`src/rtl/e1ar_pkg.sv`:
```
/*
 * e1ar_pkg: register map, field positions, reset values, timing and bus
 * carrier types for the e1 alarm and performance-monitor event bank.
 * assumes a single 10 MHz core clock and an 8-bit plain register port.
 */
package e1ar_pkg;

    // register byte offsets
    localparam logic [7:0] ALARM_STATUS_OFS  = 8'h00B9;
    localparam logic [7:0] ALARM_IRQ_EN_OFS  = 8'h00BA;
    localparam logic [7:0] ALARM_FLAGS_OFS   = 8'h00BB;
    localparam logic [7:0] ALARM_CRIT_OFS    = 8'h00BC;
    localparam logic [7:0] PM_UPD_CTRL_OFS   = 8'h00C2;
    localparam logic [7:0] PM_IRQ_EN_LO_OFS  = 8'h00C3;
    localparam logic [7:0] PM_IRQ_EN_HI_OFS  = 8'h00C4;
    localparam logic [7:0] PM_FLAGS_LO_OFS   = 8'h00C5;
    localparam logic [7:0] PM_FLAGS_HI_OFS   = 8'h00C6;

    // field positions
    localparam int RMA_BIT        = 3;
    localparam int AIS_BIT        = 2;
    localparam int RAI_BIT        = 1;
    localparam int RED_BIT        = 0;
    localparam int AIS_CRIT_BIT   = 5;
    localparam int RAI_CRIT_BIT   = 4;
    localparam int SNAP_TRIG_BIT  = 1;
    localparam int SNAP_AUTO_BIT  = 0;
    localparam int LCV_BIT        = 0;

    // reset values
    localparam logic [7:0] REG_RESET_VAL = 8'h0000;

    // alarm detection figures
    localparam int          AIS_WINDOW_BITS = 512;
    localparam logic [1:0]  AIS_ZERO_LIMIT  = 2'h3;
    localparam logic [2:0]  RAI_ONES_NEEDED = 3'h4;
    localparam logic [1:0]  RMA_ONES_NEEDED = 2'h3;

    // timing
    localparam int CLK_PERIOD_NS  = 100;
    localparam int RED_PERSIST_MS = 100;
    localparam int SNAP_PERIOD_S  = 1;
    localparam int RED_CYCLES     = (RED_PERSIST_MS * 1000000) / CLK_PERIOD_NS;
    localparam int SNAP_CYCLES    = (SNAP_PERIOD_S * 1000000000) / CLK_PERIOD_NS;

    // register port request
    typedef struct packed {
        logic [7:0] addr;
        logic [7:0] wrData;
        logic       wrStb;
        logic       rdStb;
    } e1ar_bus_req_t;

    // received line events
    typedef struct packed {
        logic basicSync;
        logic mfSync;
        logic lineBitVld;
        logic lineBit;
        logic aBitVld;
        logic aBit;
        logic yBitVld;
        logic yBit;
    } e1ar_line_t;

endpackage : e1ar_pkg

```
`src/rtl/e1ar_event_regs.sv`:
```
/*
 * e1ar_event_regs: alarm detectors, change flags, overflow flags, counter
 * snapshot control and interrupt gating for an e1 receive framer.
 * assumes line events and counter overflow pulses synchronous to core_clk.
 */
// The plain strobed port was decided locally.
`timescale 1ns/10ps
`default_nettype none

// Behaviour
// flag multiframe, all-ones and far-end alarm changes on any status toggle.
// flag sync-loss alarm on rise or fall; flag stays zero while steady.
// host writing one clears a flag; writing zero leaves it.
// criterion 0: fewer than 3 zeros per 512 bits, out of sync, declares.
// criterion 1: two consecutive windows needed to declare and to clear.
// far-end criterion 0: four ones declare, one zero clears.
// far-end criterion 1: single one declares, single zero clears.
// rising edge of snapshot trigger copies all counters at once.
// per-second bit set refreshes counter copies every second.
// eight low overflow flags reach interrupt only when enabled.
// line-code overflow flag reaches interrupt only when enabled.
// counter overflow pulses set matching low overflow flags.
// line-code counter overflow sets its flag, else flag stays zero.
// each alarm change flag gated onto interrupt by its enable.
// sync-loss alarm after 100ms out of sync; clears after 100ms in sync.
// in multiframe sync, three Y ones declare; single zero clears.
// interrupt pin low while any enabled flag set, released when cleared.
module e1ar_event_regs
    import e1ar_pkg::*;
#(
    parameter int RED_CYC  = e1ar_pkg::RED_CYCLES,
    parameter int SNAP_CYC = e1ar_pkg::SNAP_CYCLES
)(
    // clock and reset
    input  wire logic                    core_clk,
    input  wire logic                    arst_n,
    // register port
    input  wire e1ar_pkg::e1ar_bus_req_t regReq,
    output logic [7:0]                   regRdData,
    // line events and counter overflows
    input  wire e1ar_pkg::e1ar_line_t    lineIn,
    input  wire logic [7:0]              cntOvfLo,
    input  wire logic                    cntOvfLcv,
    // outputs
    output logic [3:0]                   alarmState,
    output logic                         counterSnapshot,
    output logic                         irq_n
);
    import e1ar_pkg::*;

    logic        rstMeta_q;
    logic        rstN_q;
    logic [7:0]  rdData_q;
    logic [1:0]  crit_q;
    logic [1:0]  pmCtl_q;
    logic [3:0]  alarmEn_q;
    logic [3:0]  alarmFlag_q;
    logic [3:0]  alarmFlag_d;
    logic [7:0]  pmEnLo_q;
    logic        pmEnHi_q;
    logic [7:0]  pmFlagLo_q;
    logic [7:0]  pmFlagLo_d;
    logic        pmFlagHi_q;
    logic        pmFlagHi_d;
    logic [3:0]  status_q;
    logic [3:0]  status_d;
    logic [8:0]  winCnt_q;
    logic [1:0]  zeroCnt_q;
    logic        prevLow_q;
    logic [2:0]  raiCnt_q;
    logic [1:0]  rmaCnt_q;
    logic [23:0] redCnt_q;
    logic [23:0] secCnt_q;
    logic        trigPrev_q;
    logic        snap_q;
    logic        irqN_q;
    logic        winEnd;
    logic        winLow;
    logic [1:0]  zeroNext;
    logic        wrHit;

    // reset release through two flops
    always_ff @(posedge core_clk or negedge arst_n)
    begin
        if (!arst_n)
        begin
            rstMeta_q <= 1'b0;
            rstN_q    <= 1'b0;
        end
        else
        begin
            rstMeta_q <= 1'b1;
            rstN_q    <= rstMeta_q;
        end
    end

    assign wrHit = regReq.wrStb;

    // writable control registers
    always_ff @(posedge core_clk or negedge rstN_q)
    begin
        if (!rstN_q)
        begin
            crit_q    <= 2'h0;
            pmCtl_q   <= 2'h0;
            alarmEn_q <= 4'h0;
            pmEnLo_q  <= REG_RESET_VAL;
            pmEnHi_q  <= 1'b0;
        end
        else if (wrHit)
        begin
            if (regReq.addr == ALARM_CRIT_OFS)
                crit_q <= {regReq.wrData[AIS_CRIT_BIT], regReq.wrData[RAI_CRIT_BIT]};
            else if (regReq.addr == PM_UPD_CTRL_OFS)
                pmCtl_q <= {regReq.wrData[SNAP_TRIG_BIT], regReq.wrData[SNAP_AUTO_BIT]};
            else if (regReq.addr == ALARM_IRQ_EN_OFS)
                alarmEn_q <= regReq.wrData[3:0];
            else if (regReq.addr == PM_IRQ_EN_LO_OFS)
                pmEnLo_q <= regReq.wrData;
            else if (regReq.addr == PM_IRQ_EN_HI_OFS)
                pmEnHi_q <= regReq.wrData[LCV_BIT];
        end
    end

    // read data, one cycle after the strobe, zero when unmapped
    always_ff @(posedge core_clk or negedge rstN_q)
    begin
        if (!rstN_q)
            rdData_q <= REG_RESET_VAL;
        else if (regReq.rdStb)
        begin
            if (regReq.addr == ALARM_STATUS_OFS)
                rdData_q <= {4'h0, status_q};
            else if (regReq.addr == ALARM_IRQ_EN_OFS)
                rdData_q <= {4'h0, alarmEn_q};
            else if (regReq.addr == ALARM_FLAGS_OFS)
                rdData_q <= {4'h0, alarmFlag_q};
            else if (regReq.addr == ALARM_CRIT_OFS)
                rdData_q <= {2'h0, crit_q, 4'h0};
            else if (regReq.addr == PM_UPD_CTRL_OFS)
                rdData_q <= {6'h00, pmCtl_q};
            else if (regReq.addr == PM_IRQ_EN_LO_OFS)
                rdData_q <= pmEnLo_q;
            else if (regReq.addr == PM_IRQ_EN_HI_OFS)
                rdData_q <= {7'h00, pmEnHi_q};
            else if (regReq.addr == PM_FLAGS_LO_OFS)
                rdData_q <= pmFlagLo_q;
            else if (regReq.addr == PM_FLAGS_HI_OFS)
                rdData_q <= {7'h00, pmFlagHi_q};
            else
                rdData_q <= REG_RESET_VAL;
        end
        else
            rdData_q <= REG_RESET_VAL;
    end

    // all-ones window: zero count saturates at the limit
    assign winEnd   = lineIn.lineBitVld && (winCnt_q == 9'(AIS_WINDOW_BITS - 1));
    assign zeroNext = (lineIn.lineBitVld && !lineIn.lineBit && zeroCnt_q != AIS_ZERO_LIMIT)
                    ? zeroCnt_q + 2'h1 : zeroCnt_q;
    assign winLow   = zeroNext < AIS_ZERO_LIMIT;

    always_ff @(posedge core_clk or negedge rstN_q)
    begin
        if (!rstN_q)
        begin
            winCnt_q  <= 9'h000;
            zeroCnt_q <= 2'h0;
            prevLow_q <= 1'b0;
        end
        else if (lineIn.lineBitVld)
        begin
            winCnt_q <= winEnd ? 9'h000 : winCnt_q + 9'h001;
            zeroCnt_q <= winEnd ? 2'h0 : zeroNext;
            if (winEnd)
                prevLow_q <= winLow;
        end
    end

    // alarm detectors feeding the status bits
    always_comb
    begin
        status_d = status_q;
        if (winEnd)
        begin
            if (!crit_q[1])
            begin
                // a quiet window in sync neither declares nor clears
                if (winLow && !lineIn.basicSync)
                    status_d[AIS_BIT] = 1'b1;
                else if (!winLow)
                    status_d[AIS_BIT] = 1'b0;
            end
            else if (winLow && prevLow_q)
                status_d[AIS_BIT] = 1'b1;
            else if (!winLow && !prevLow_q)
                status_d[AIS_BIT] = 1'b0;
        end
        if (lineIn.aBitVld)
        begin
            if (!lineIn.aBit)
                status_d[RAI_BIT] = 1'b0;
            else if (crit_q[0])
                status_d[RAI_BIT] = 1'b1;
            else if (raiCnt_q + 3'h1 >= RAI_ONES_NEEDED)
                status_d[RAI_BIT] = 1'b1;
        end
        if (lineIn.mfSync && lineIn.yBitVld)
        begin
            if (!lineIn.yBit)
                status_d[RMA_BIT] = 1'b0;
            else if (rmaCnt_q >= RMA_ONES_NEEDED - 2'h1)
                status_d[RMA_BIT] = 1'b1;
        end
        // toggle only while the disagreement still holds on the last count
        if (redCnt_q == 24'(RED_CYC - 1) && lineIn.basicSync == status_q[RED_BIT])
            status_d[RED_BIT] = !status_q[RED_BIT];
    end

    // run counters for far-end, multiframe and sync-loss persistence
    always_ff @(posedge core_clk or negedge rstN_q)
    begin
        if (!rstN_q)
        begin
            raiCnt_q <= 3'h0;
            rmaCnt_q <= 2'h0;
            redCnt_q <= 24'h00_0000;
            status_q <= 4'h0;
        end
        else
        begin
            status_q <= status_d;
            if (lineIn.aBitVld)
                raiCnt_q <= !lineIn.aBit ? 3'h0
                          : (raiCnt_q == RAI_ONES_NEEDED) ? raiCnt_q : raiCnt_q + 3'h1;
            if (!lineIn.mfSync)
                rmaCnt_q <= 2'h0;
            else if (lineIn.yBitVld)
                rmaCnt_q <= !lineIn.yBit ? 2'h0
                          : (rmaCnt_q == RMA_ONES_NEEDED) ? rmaCnt_q : rmaCnt_q + 2'h1;
            // counts while sync state disagrees with the alarm state
            if (lineIn.basicSync == status_q[RED_BIT] && redCnt_q != 24'(RED_CYC - 1))
                redCnt_q <= redCnt_q + 24'h00_0001;
            else
                redCnt_q <= 24'h00_0000;
        end
    end

    // sticky flags: a set in the clearing cycle wins
    always_comb
    begin
        alarmFlag_d = alarmFlag_q;
        pmFlagLo_d  = pmFlagLo_q;
        pmFlagHi_d  = pmFlagHi_q;
        if (wrHit && regReq.addr == ALARM_FLAGS_OFS)
            alarmFlag_d = alarmFlag_q & ~regReq.wrData[3:0];
        if (wrHit && regReq.addr == PM_FLAGS_LO_OFS)
            pmFlagLo_d = pmFlagLo_q & ~regReq.wrData;
        if (wrHit && regReq.addr == PM_FLAGS_HI_OFS)
            pmFlagHi_d = pmFlagHi_q & ~regReq.wrData[LCV_BIT];
        alarmFlag_d = alarmFlag_d | (status_d ^ status_q);
        pmFlagLo_d  = pmFlagLo_d | cntOvfLo;
        pmFlagHi_d  = pmFlagHi_d | cntOvfLcv;
    end

    always_ff @(posedge core_clk or negedge rstN_q)
    begin
        if (!rstN_q)
        begin
            alarmFlag_q <= 4'h0;
            pmFlagLo_q  <= REG_RESET_VAL;
            pmFlagHi_q  <= 1'b0;
        end
        else
        begin
            alarmFlag_q <= alarmFlag_d;
            pmFlagLo_q  <= pmFlagLo_d;
            pmFlagHi_q  <= pmFlagHi_d;
        end
    end

    // counter snapshot: manual rising edge or once per second
    always_ff @(posedge core_clk or negedge rstN_q)
    begin
        if (!rstN_q)
        begin
            trigPrev_q <= 1'b0;
            secCnt_q   <= 24'h00_0000;
            snap_q     <= 1'b0;
        end
        else
        begin
            trigPrev_q <= pmCtl_q[1];
            if (!pmCtl_q[0] || secCnt_q == 24'(SNAP_CYC - 1))
                secCnt_q <= 24'h00_0000;
            else
                secCnt_q <= secCnt_q + 24'h00_0001;
            snap_q <= (pmCtl_q[1] && !trigPrev_q)
                   || (pmCtl_q[0] && secCnt_q == 24'(SNAP_CYC - 1));
        end
    end

    // active-low interrupt from enabled flags
    always_ff @(posedge core_clk or negedge rstN_q)
    begin
        if (!rstN_q)
            irqN_q <= 1'b1;
        else
            irqN_q <= !(|(alarmFlag_q & alarmEn_q)
                     || |(pmFlagLo_q & pmEnLo_q)
                     || (pmFlagHi_q && pmEnHi_q));
    end

    assign regRdData       = rdData_q;
    assign alarmState      = status_q;
    assign counterSnapshot = snap_q;
    assign irq_n           = irqN_q;

    // checks
    AST_FLAG_ON_TOGGLE: assert property (@(posedge core_clk) disable iff (!rstN_q)
        (status_q != $past(status_q)) |-> ((alarmFlag_q & (status_q ^ $past(status_q))) != 4'h0))
        else $error("alarm change not flagged");
    AST_RED_STEADY: assert property (@(posedge core_clk) disable iff (!rstN_q)
        $rose(alarmFlag_q[RED_BIT]) |-> $changed(status_q[RED_BIT]))
        else $error("sync-loss flag set without change");
    AST_W1C: assert property (@(posedge core_clk) disable iff (!rstN_q)
        (wrHit && regReq.addr == PM_FLAGS_LO_OFS && regReq.wrData[0] && !cntOvfLo[0])
        |=> !pmFlagLo_q[0])
        else $error("overflow flag not cleared");
    AST_AIS_I431: assert property (@(posedge core_clk) disable iff (!rstN_q)
        (winEnd && !crit_q[1] && winLow && !lineIn.basicSync) |=> status_q[AIS_BIT])
        else $error("all-ones alarm not declared");
    AST_RAI_FAST: assert property (@(posedge core_clk) disable iff (!rstN_q)
        (lineIn.aBitVld && crit_q[0]) |=> (status_q[RAI_BIT] == $past(lineIn.aBit)))
        else $error("far-end alarm does not follow bit");
    AST_RAI_ZERO: assert property (@(posedge core_clk) disable iff (!rstN_q)
        (lineIn.aBitVld && !lineIn.aBit) |=> !status_q[RAI_BIT])
        else $error("far-end alarm not cleared");
    AST_SNAP_MANUAL: assert property (@(posedge core_clk) disable iff (!rstN_q)
        (pmCtl_q[1] && !trigPrev_q) |=> counterSnapshot)
        else $error("manual snapshot missing");
    AST_OVF_SET: assert property (@(posedge core_clk) disable iff (!rstN_q)
        (cntOvfLo != 8'h00) |=> ((pmFlagLo_q & $past(cntOvfLo)) == $past(cntOvfLo)))
        else $error("overflow not flagged");
    AST_LCV_SET: assert property (@(posedge core_clk) disable iff (!rstN_q)
        cntOvfLcv |=> pmFlagHi_q)
        else $error("line-code overflow not flagged");
    AST_IRQ_GATE: assert property (@(posedge core_clk) disable iff (!rstN_q)
        ##1 (irq_n == !(|($past(alarmFlag_q) & $past(alarmEn_q)) || |($past(pmFlagLo_q)
        & $past(pmEnLo_q)) || ($past(pmFlagHi_q) && $past(pmEnHi_q)))))
        else $error("interrupt pin wrong");
    AST_RMA_SYNC: assert property (@(posedge core_clk) disable iff (!rstN_q)
        (!lineIn.mfSync) |=> (status_q[RMA_BIT] == $past(status_q[RMA_BIT])))
        else $error("multiframe alarm moved out of sync");
    AST_RED_HOLD: assert property (@(posedge core_clk) disable iff (!rstN_q)
        (redCnt_q == 24'h00_0000 && $past(redCnt_q) == 24'h00_0000)
        |-> $stable(status_q[RED_BIT]))
        else $error("sync-loss alarm moved early");
    AST_AIS_CLEAR: assert property (@(posedge core_clk) disable iff (!rstN_q)
        (winEnd && !crit_q[1] && !winLow) |=> !status_q[AIS_BIT])
        else $error("all-ones alarm not cleared");
    AST_AIS_G775: assert property (@(posedge core_clk) disable iff (!rstN_q)
        (winEnd && crit_q[1] && winLow && prevLow_q) |=> status_q[AIS_BIT])
        else $error("two-window all-ones alarm not declared");
    AST_RMA_ZERO: assert property (@(posedge core_clk) disable iff (!rstN_q)
        (lineIn.mfSync && lineIn.yBitVld && !lineIn.yBit) |=> !status_q[RMA_BIT])
        else $error("multiframe alarm not cleared");
    AST_SNAP_IDLE: assert property (@(posedge core_clk) disable iff (!rstN_q)
        (!pmCtl_q[0] && !(pmCtl_q[1] && !trigPrev_q)) |=> !counterSnapshot)
        else $error("snapshot without cause");
    COV_IRQ: cover property (@(posedge core_clk) disable iff (!rstN_q) $fell(irq_n));
    COV_AIS: cover property (@(posedge core_clk) disable iff (!rstN_q) $rose(status_q[AIS_BIT]));
    COV_SNAP: cover property (@(posedge core_clk) disable iff (!rstN_q) counterSnapshot);
    COV_RED: cover property (@(posedge core_clk) disable iff (!rstN_q) $rose(status_q[RED_BIT]));

endmodule : e1ar_event_regs

`default_nettype wire

```
`config.mk`:
```
export PLATFORM = sky130hd
export DESIGN_NAME = e1ar_event_regs
export DESIGN_NICKNAME = d
export VERILOG_FILES = /design/src/rtl/e1ar_pkg.sv /design/src/rtl/e1ar_event_regs.sv
export SDC_FILE = /design/constraint.sdc
export NUM_CORES = 1
export LEC_CHECK = 0
export ABC_AREA = 1
export BUFFER_PORTS_ARGS = -buffer_cell sky130_fd_sc_hd__buf_2
export CAP_MARGIN = 25
export CORE_MARGIN = 4
export CORE_UTILIZATION = 58
export CTS_BUF_LIST = sky130_fd_sc_hd__clkbuf_8
export DETAILED_ROUTE_END_ITERATION = 7
export GPL_TIMING_DRIVEN = 0
export PLACE_DENSITY = 0.87
export SYNTH_ARGS = -nofsm -noshare
export SYNTH_HDL_FRONTEND = slang
export SYNTH_SLANG_ARGS = --single-unit
export TNS_END_PERCENT = 10
```
`constraint.sdc`:
```
create_clock -name core_clk -period 8.1 [get_ports core_clk]
set_clock_uncertainty 0.15 [all_clocks]
set_input_delay 0 -clock core_clk [delete_from_list [all_inputs] [get_ports core_clk]]
set_output_delay 0 -clock core_clk [all_outputs]
set_load 0.01 [all_outputs]
```
Word level (Yosys, flattened, before mapping)

Index checks and enable logic that the tools add are counted.

Register bits after elaboration: 112
Input bits: 37
Logic and storage cells: 142
Output and inout bits: 14

Reductions and logical operators: 37
Multiplexer cells: 38
$add $sub $neg: 6
Bitwise logic cells: 16
Equality and inequality tests: 20
Order comparisons: 3

Operators by type and width:

| kind                    | count |
|---|---|
| $mux W8                 | 10 |
| $eq A8 B8 Y1 const B    | 9 |
| $add A24 B1 Y24 const B | 2 |
| $mux W24                | 2 |
| $eq A24 B20 Y1 const B  | 1 |
| $eq A24 B24 Y1 const B  | 1 |
| $ne A24 B20 Y1 const B  | 1 |
| $and A8 B8 Y8           | 2 |
| $mux W1                 | 16 |
| $logic_and A1 B1 Y1     | 15 |
| $mux W2                 | 6 |
| $add A9 B1 Y9 const B   | 1 |
| $eq A9 B9 Y1 const B    | 1 |
| $mux W9                 | 1 |
| $and A4 B4 Y4           | 2 |
| $logic_not A1 Y1        | 8 |
| $not A8 Y8              | 1 |
| $or A8 B8 Y8            | 1 |
| $reduce_and A2 Y1       | 4 |
| $reduce_or A8 Y1        | 1 |
| $mux W3                 | 2 |
| $ne A2 B2 Y1 const B    | 3 |
| $reduce_and A6 Y1       | 1 |
| $not A1 Y1              | 5 |
| 20 further kinds        | 24 |

Longest topological paths before layout

Gate-level depths: netlist (run 1).

Depth in word-level cells: 13
Depth in mapped cells: 12
Gate-level depth less buffers: 12

Worst setup path before layout (run 1)

Ideal clock, no wire load.

Path type: register to register
Start point: reg winCnt_q[0]
End point: reg status_q[2], in the netlist alarmState[2]
Clock period less this slack: 1782 ps
Setup time: 113 ps
Cell stages (with the launch flop): 12
Arrival time: 1519 ps
Data required time: 7837 ps
Path buffers: 0
Path slack: 6318 ps
Path through: dfrtp_1 ha_1 nand2_1 nor3_1 ha_1 nand2_1 inv_1 nand3_1 o21ai_0 nand2_1 nand2_1 inv_1

Word-level cells in the longest chain between the ends: 3

RTL lines:

| item                     | line                   | source |
|---|---|---|
| start: declaration       | e1ar_event_regs.sv:67  | `logic [8:0] winCnt_q;` |
| start signal: assignment | e1ar_event_regs.sv:173 | `winCnt_q <= winEnd ? 9'h000 : winCnt_q + 9'h001;` |
| $eq A9 B9 Y1             | e1ar_event_regs.sv:158 | `assign winEnd = lineIn.lineBitVld && (winCnt_q == 9'(AIS_WINDOW_BITS - 1));` |
| $logic_and A1 B1 Y1      | e1ar_event_regs.sv:158 |  |
| $mux W1                  | e1ar_event_regs.sv:184 | `if (winEnd)` |
| via status_d[2]          | e1ar_event_regs.sv:66  | `logic [3:0] status_d;` |
| end signal: assignment   | e1ar_event_regs.sv:232 | `status_q <= status_d;` |
| end: declaration         | e1ar_event_regs.sv:65  | `logic [3:0] status_q;` |

The timed path passes the listed nets, and every way through them passes these cells.
A chain may end at the register's enable or synchronous reset.

Worst setup path in the final report (run 1)

Start point: in regReq[11] (netlist bit)
End point: reg crit_q[0]

Word-level cells in the longest chain between the ends: 2

RTL lines:

| item                        | line                   | source |
|---|---|---|
| start: declaration          | e1ar_event_regs.sv:38  | `input wire e1ar_pkg::e1ar_bus_req_t regReq,` |
| $eq A8 B8 Y1                | e1ar_event_regs.sv:112 | `if (regReq.addr == ALARM_CRIT_OFS)` |
| $reduce_and A2 Y1 (no line) | --                     |  |
| end signal: assignment      | e1ar_event_regs.sv:113 | `crit_q <= {regReq.wrData[AIS_CRIT_BIT], regReq.wrData[RAI_CRIT_BIT]};` |
| end: declaration            | e1ar_event_regs.sv:54  | `logic [1:0] crit_q;` |

Every way passes these cells.

==> impl_metrics.yaml, run 1 <==
status:
  status: "finished, final reports clean"
pwr:
  comb_power_share_pct: 13.4
  net-switching-power_uw: 310
  power.share.switching_pct: 28.2
  power.ir.vdd_worst_mv: 0.170
  p_per_area_nw_per_um2: 155
  p_leak_uw: 0.00339
  seq_power_share_pct: 57.1
  power_frac_clock_pct: 29.5
  cell_internal_pwr_uw: 789
min_path:
  hold_endpoint: "alarmFlag_q[3]"
  hp-start: "regReq[12]"
  worstHoldPathType: "input pin to flop"
  min_delay_path_depth: 5
detailed_routing:
  drt.antenna.violating_nets: 0
  vias: 5626
  viasPerCell: 5.63
  met3_length_mm: 1.16
  drt_drc_violations_left: 0
  post_drt_wl_per_cell_um: 14.6
  detail_route.wirelength_mm: 14.6
  initialDrtViolationCount: 439
  drtPass1Iterations: 6
  maxUsedRoutingLayer: "met4"
  wl_met1_mm: 5.78
  detailroute.wirelength.met2_mm: 7.38
cells_and_area:
  final-instance-count-excl-fill: 1000
  layout.cells.most_common_list: "148 x sky130_fd_sc_hd__nand2_1, 120 x sky130_fd_sc_hd__inv_1, 110 x sky130_fd_sc_hd__dfrtp_1"
  layout_area_growth_over_synthesis_pct: 19.6
  drive_above_1_share_pct: 12.9
  design.final.nets: 908
  n_antenna_cell: 0
  final_common_cell: "sky130_fd_sc_hd__nand2_1"
logic_synthesis:
  postSynthNetCount: 794
  post_synthesis_share_of_cell_area_spent_on_xor_and_xnor_gates_pct: 2.65
  synth_edf_count: 0
  synth.lib_cells_used.distinct: 43
  synthesis.yosys.warnings: 0
  fraction_of_the_mapped_netlist_area_in_simple_logic_gates_pct: 30.3
  seq_area_frac_synth_pct: 47.2
  synth.avg_cell_area_sq_um: 7.94
  yosys.area_share.adder_pct: 1.90
  synthesis.area_sq_um: 5940
  synth_seq_cells: 112
  synth_ff_type: "sky130_fd_sc_hd__dfrtp_1"
  synth_area_in_compound_gates_pct: 8.91
  yosys-mux-area-fraction_pct: 0
  asyncSetResetFlopFracSynth_pct: 100
  combinational_family_with_the_most_area_after_synthesis: "simple AND/OR/NAND/NOR gates"
  netlist_instances: 748
global_routing:
  grt_overflow_total: 0
  largest_net_degree_at_the_start_of_global_routing: 68
  antenna_found_initial: 0
  global_route_wire_length_before_repair_mm: 24.9
  grt_pass1_vias: 5578
  groute.usage.overall_pct: 26.2
clock_tree:
  tritoncts: "done"
  cts_post_setup_buffers_inserted: 0
  post_cts_resized: 0
  cts_hold_buf: 53
  cts_max_path_buffers: 2
  numClockSinks: 112
  htree_num_levels: 3
  cts_root_buf: "sky130_fd_sc_hd__clkbuf_8"
  cts_made_buffers: 9
  cts.clk_slew.worst_paths_ps: 110
  clock_insertion_delay_worst_skew_ps: 380
worst_setup_path:
  worst_r2r_startpoint: "raiCnt_q[0]"
  timing.reg2reg.setup_slack_ps: 5660
  crit_type: "input pin to flop"
  worstPathRequired_ps: 8280
  endpoint_kind_of_the_worst_setup_timing_path: "flop"
  crit_arrival_ps: 2760
  critPathMaxFanout: 4
  reg2regPathDepth: 7
  r2r-end: "alarmState[1]"
  startpoint_type: "input pin"
timing:
  max_clock_freq_mhz: 387
  timing.setup.tns_ps: 0
  slew_violations: 0
  max_slew_margin_pct: 45.3
  finalHoldViolations: 0
  fin_crit_sh_pct: 31.9
  post-route-min-period_ps: 2590
  timing_worst_slew_pin_value_ps: 814
  setup_violations: 0
  holdWs_ps: 83.3
  unrepaired_setup_endpoints_after_global_routing: "no"
floorplanning:
  core_area_sq_um: 9860
  dieArea_sq_um: 11900
  initial_cell_density_of_the_core_pct: 60.2
  die_h_um: 109
  ios: 51
  floorplan.die.width_um: 109
  fp-row-count: 36
job:
  cap_viol_max_count: 0
placed_design:
  portBuffers: 49
  placed_cell_count: 931
  gp_routability_congestion: 0.946
  detailed_place_hpwl_mm: 9.81
area by class of cell:
type | instances | area [sq um]
Sequential cell | 112 | 2810
Fill cell | 666 | 2760
Multi-Input combinational cell | 504 | 2600
Timing Repair Buffer | 103 | 803
Inverter | 126 | 478
Tap cell | 133 | 166
Clock buffer | 11 | 151
Buffer | 6 | 56.3
Clock inverter | 5 | 40.0
synth_stat cells, drive strengths merged, types with 2 or more instances:
cell	instances	area [sq um]
nor3	35	216
o21bai	6	45.0
nor3b	6	45.0
o31ai	2	15.0
nand3	41	205
buf	6	56.3
a21oi	22	110
ha	9	113
o22ai	5	31.3
nand4	30	209
o21ai	52	260
nor4	2	27.5
nor2	110	470
xnor2	9	78.8
nand2	155	619
inv	125	469
a31oi	3	18.8
xor2	9	78.8
dfrtp	111	2780
per-layer routing:
layer / global-route usage [%] / vias to the layer above
met2: 44.7 / 276
met1: 31.8 / 2678
met4: 9.88 / 0
met3: 7.16 / 42
li1: - / 2630
met5: 0 / -
how the worst max path moves through the flow:
| stage | start | end | slack (ps) | depth (start not counted) |
|---|---|---|---|---|
| 4_1_cts | regReq[11] | crit_q[0] | 5670 | 11 |
| 3_5_place_dp | winCnt_q[0] | alarmState[2] | 5970 | 11 |
| 2_1_floorplan | rstN_q | alarmEn_q[0] | 4600 | 0 |
| 5_1_grt | regReq[11] | crit_q[0] | 5480 | 11 |
| 3_3_place_gp | rstN_q | regRdData[6] | 3500 | 0 |
| 6_report | regReq[11] | crit_q[0] | 5510 | 11 |
cell families after synthesis:
family                   count (synthesis)
AND/OR/NAND/NOR                        380
AO/OA/AOI/OAI                           96
other                                    1
flip-flops                             112
buffers and inverters                  132
adder cells (fa/ha/maj)                  9
XOR/XNOR                                18
per-stage QoR:
| stage | area (sq um) | util (%) | setup WS [ps] | total power (uW) |
|---|---|---|---|---|
| finish | 7110 | 72.0 | 5510 | 1100 |
| global route | 7110 | 72.0 | 5480 | 1150 |
| CTS | 7110 | 72.0 | 5670 | 1100 |
| detailed placement | 6380 | 64.7 | 5970 | 764 |
| global placement | 6350 | 64.4 | 3500 | 750 |
| floorplan | 5940 | - | 4600 | 718 |
power by group through the flow:
stage | Clock (uW) | Sequential (uW) | Combinational [uW]
final | 324 | 628 | 147
after global routing | 352 | 634 | 167
after CTS | 329 | 628 | 144
after detailed placement | 0 | 638 | 126
after global placement | 0 | 640 | 110
after floorplan | 0 | 635 | 82.3
registers in the layout (all words and copies together) (netlist names), 3 cells and up:
register / count
redCnt_q: 24
pmFlagLo_q: 8
regRdData: 8
alarmFlag_q: 4
pmEnLo_q: 8
raiCnt_q: 3
alarmEn_q: 4
secCnt_q: 24
winCnt_q: 9
alarmState: 4
worst max-delay path, stage by stage:
cell and delay, ps:
sky130_fd_sc_hd__dlygate4sd3_1 540, sky130_fd_sc_hd__buf_2 140, sky130_fd_sc_hd__inv_1 90, sky130_fd_sc_hd__nand2_1 70, sky130_fd_sc_hd__inv_1 80, sky130_fd_sc_hd__nand4_1 190
sky130_fd_sc_hd__nor2_1 340, sky130_fd_sc_hd__nand2_1 100, sky130_fd_sc_hd__dlygate4sd3_1 580, sky130_fd_sc_hd__o21ai_0 70, sky130_fd_sc_hd__dlygate4sd3_1 560
Power figures use the tool's default switching activity.
==> inputs of run 2 (changes only) <==
--- a/config.mk
+++ b/config.mk
@@ -9,11 +9,11 @@
 export BUFFER_PORTS_ARGS = -buffer_cell sky130_fd_sc_hd__buf_2
 export CAP_MARGIN = 25
 export CORE_MARGIN = 4
-export CORE_UTILIZATION = 58
+export CORE_UTILIZATION = 56
 export CTS_BUF_LIST = sky130_fd_sc_hd__clkbuf_8
 export DETAILED_ROUTE_END_ITERATION = 7
 export GPL_TIMING_DRIVEN = 0
-export PLACE_DENSITY = 0.87
+export PLACE_DENSITY = 0.88
 export SYNTH_ARGS = -nofsm -noshare
 export SYNTH_HDL_FRONTEND = slang
 export SYNTH_SLANG_ARGS = --single-unit
==> constraint.sdc (replaced) <==
create_clock -name core_clk -period 2.2 [get_ports core_clk]
set_clock_uncertainty 0.15 [all_clocks]
set_input_delay 0 -clock core_clk [delete_from_list [all_inputs] [get_ports core_clk]]
set_output_delay 0 -clock core_clk [all_outputs]
set_load 0.01 [all_outputs]
==> impl_metrics.yaml, run 2 (synthesis results as in run 1) <==
status:
  status: "finished, final reports clean"
worst_setup_path:
  crit_arrival_ps: 2290
  crit_type: "input pin to flop"
  worstPathRequired_ps: 2330
  critPathMaxFanout: 8
  endpoint_kind_of_the_worst_setup_timing_path: "flop"
  cp_num_buf_inv: 5
  worst_path_largest_cell_delay_ps: 600
  crit_family: "buffers and inverters"
  startpoint_type: "input pin"
  crit_path_top_delay_cell: "sky130_fd_sc_hd__dlygate4sd3_1"
  path_cells: "dlygate4sd3_1 > buf_2 > inv_1 > nand2_1 > nor2_2 > nand2_2 > inv_2 > nand2_2 > nor2_1 > o21bai_1 > dlygate4sd3_1"
detailed_routing:
  post_drt_wl_per_cell_um: 15.2
  drt.antenna.violating_nets: 0
  drt_drc_violations_left: 0
  detail_route.wirelength_mm: 15.2
  drtPass1Iterations: 5
  viasPerCell: 5.56
  initialDrtViolationCount: 453
  vias: 5548
floorplanning:
  die_h_um: 111
  initial_cell_density_of_the_core_pct: 57.6
  floorplan.die.width_um: 111
  ios: 51
  core_area_sq_um: 10300
  dieArea_sq_um: 12300
  fp-row-count: 37
global_routing:
  global_route_wire_length_before_repair_mm: 25.3
  largest_net_degree_at_the_start_of_global_routing: 59
  grt_pass1_vias: 5624
  antenna_found_initial: 0
  grt_overflow_total: 0
  groute.usage.overall_pct: 24.8
timing:
  max_slew_margin_pct: 43.6
  max_clock_freq_mhz: 463
  holdWs_ps: 63.9
  timing_worst_slew_pin_value_ps: 840
  post-route-min-period_ps: 2160
  unrepaired_setup_endpoints_after_global_routing: "no"
  setup_violations: 0
  finalHoldViolations: 0
  slew_violations: 0
  fin_crit_sh_pct: 98.1
cells_and_area:
  final-instance-count-excl-fill: 998
  biggestRegsByFlops: "redCnt_q x24, secCnt_q x24, winCnt_q x9"
  drive_above_1_share_pct: 13.9
  n_antenna_cell: 0
  layout_area_growth_over_synthesis_pct: 19.1
  layout.cells.most_common_list: "145 x sky130_fd_sc_hd__nand2_1, 118 x sky130_fd_sc_hd__inv_1, 110 x sky130_fd_sc_hd__dfrtp_1"
  final_common_cell: "sky130_fd_sc_hd__nand2_1"
  design.final.nets: 903
clock_tree:
  tritoncts: "done"
  numClockSinks: 112
  cts_max_path_buffers: 2
  cts_root_buf: "sky130_fd_sc_hd__clkbuf_8"
  htree_num_levels: 3
  clock_insertion_delay_worst_skew_ps: 390
  cts.clk_slew.worst_paths_ps: 120
  cts_made_buffers: 9
pwr:
  power_frac_clock_pct: 30.0
  p_per_area_nw_per_um2: 574
  p_leak_uw: 0.00337
  net-switching-power_uw: 1200
  power.share.switching_pct: 29.6
  comb_power_share_pct: 13.0
  cell_internal_pwr_uw: 2860
  power.ir.vdd_worst_mv: 0.581
  seq_power_share_pct: 57.0
placed_design:
  placed_cell_count: 934
  gp_routability_congestion: 0.920
  portBuffers: 49
  detailed_place_hpwl_mm: 9.29
job:
  cap_viol_max_count: 0
min_path:
  worstHoldPathType: "input pin to flop"
-- run 2: changes by cell type in the layout (fill, tap and decap cells not counted), sizes merged --
cell	before	now
dlygate4sd3	53	46
buf	56	57
dlymetal6s4s	0	1
clkbuf	11	9
clkinvlp	0	1
inv	126	128
clkinv	5	4
-- run 2: final timing paths --
path / cells after the start / from / slack, ps / end
max: 11 / regReq[13] / 40 / pmFlagLo_q[2]
min in group asynchronous: 0 / rstN_q / 230 / raiCnt_q[2]
max in group asynchronous: 1 / rstN_q / 900 / irq_n
max reg2reg: 8 / raiCnt_q[1] / 180 / alarmFlag_q[1]
min: 7 / regReq[10] / 60 / regRdData[7]
min reg2reg: 0 / rstMeta_q / 220 / rstN_q
-- run 2: metrics by stage --
step                setup TNS [ps]  power (uW)  worst slack (ps)  util, %  area, sq um
floorplan                        0        2640               178        -         5940
global placement            -46270        2770              -432     61.6         6360
detailed placement               0        2800               175     61.9         6390
CTS                              0        4050              38.5     68.4         7070
global route                     0        4260              7.58     68.6         7080
finish                           0        4060              42.0     68.6         7080
-- run 2: tightest hold or removal path, cell delays in order --
cell and delay [ps]:
sky130_fd_sc_hd__buf_2 130, sky130_fd_sc_hd__nand2_1 90, sky130_fd_sc_hd__nor2_2 50, sky130_fd_sc_hd__nand2_2 110
sky130_fd_sc_hd__inv_2 70, sky130_fd_sc_hd__nand2_1 60, sky130_fd_sc_hd__a21oi_1 60
-- run 2: layout make-up --
cell class              instances  area (sq um)
plain buffers                   6          56.3
clock buffers                   9           124
clock inverters                 7          72.6
fillers                       733          3250
inverters                     126           478
multi-input cells             504          2620
flip-flops and latches        112          2810
well taps                     136           170
repair buffers                 98           753
-- run 2: layer usage --
layer / wire, um / GRT usage [%] / vias up
met5: 0 / 0 / -
met4: 538 / 10.7 / 0
met3: 1090 / 5.19 / 60
met2: 7420 / 42.0 / 251
met1: 6100 / 30.6 / 2612
li1: - / - / 2625
-- run 2: power by group through the flow --
| stage | registers [uW] | logic (uW) | clock network [uW] |
|---|---|---|---|
| CTS | 2310 | 506 | 1240 |
| floorplan | 2340 | 303 | 0 |
| global placement | 2360 | 408 | 0 |
| global route | 2340 | 601 | 1320 |
| detailed placement | 2340 | 455 | 0 |
| finish | 2310 | 528 | 1220 |
-- run 2: timing repair --
action                                  CTS  global route
hold endpoints to repair                 56             0
hold buffers                             48             0
buffers inserted                          0             1
resized for setup                         0            11
endpoints found under the setup margin    0            13
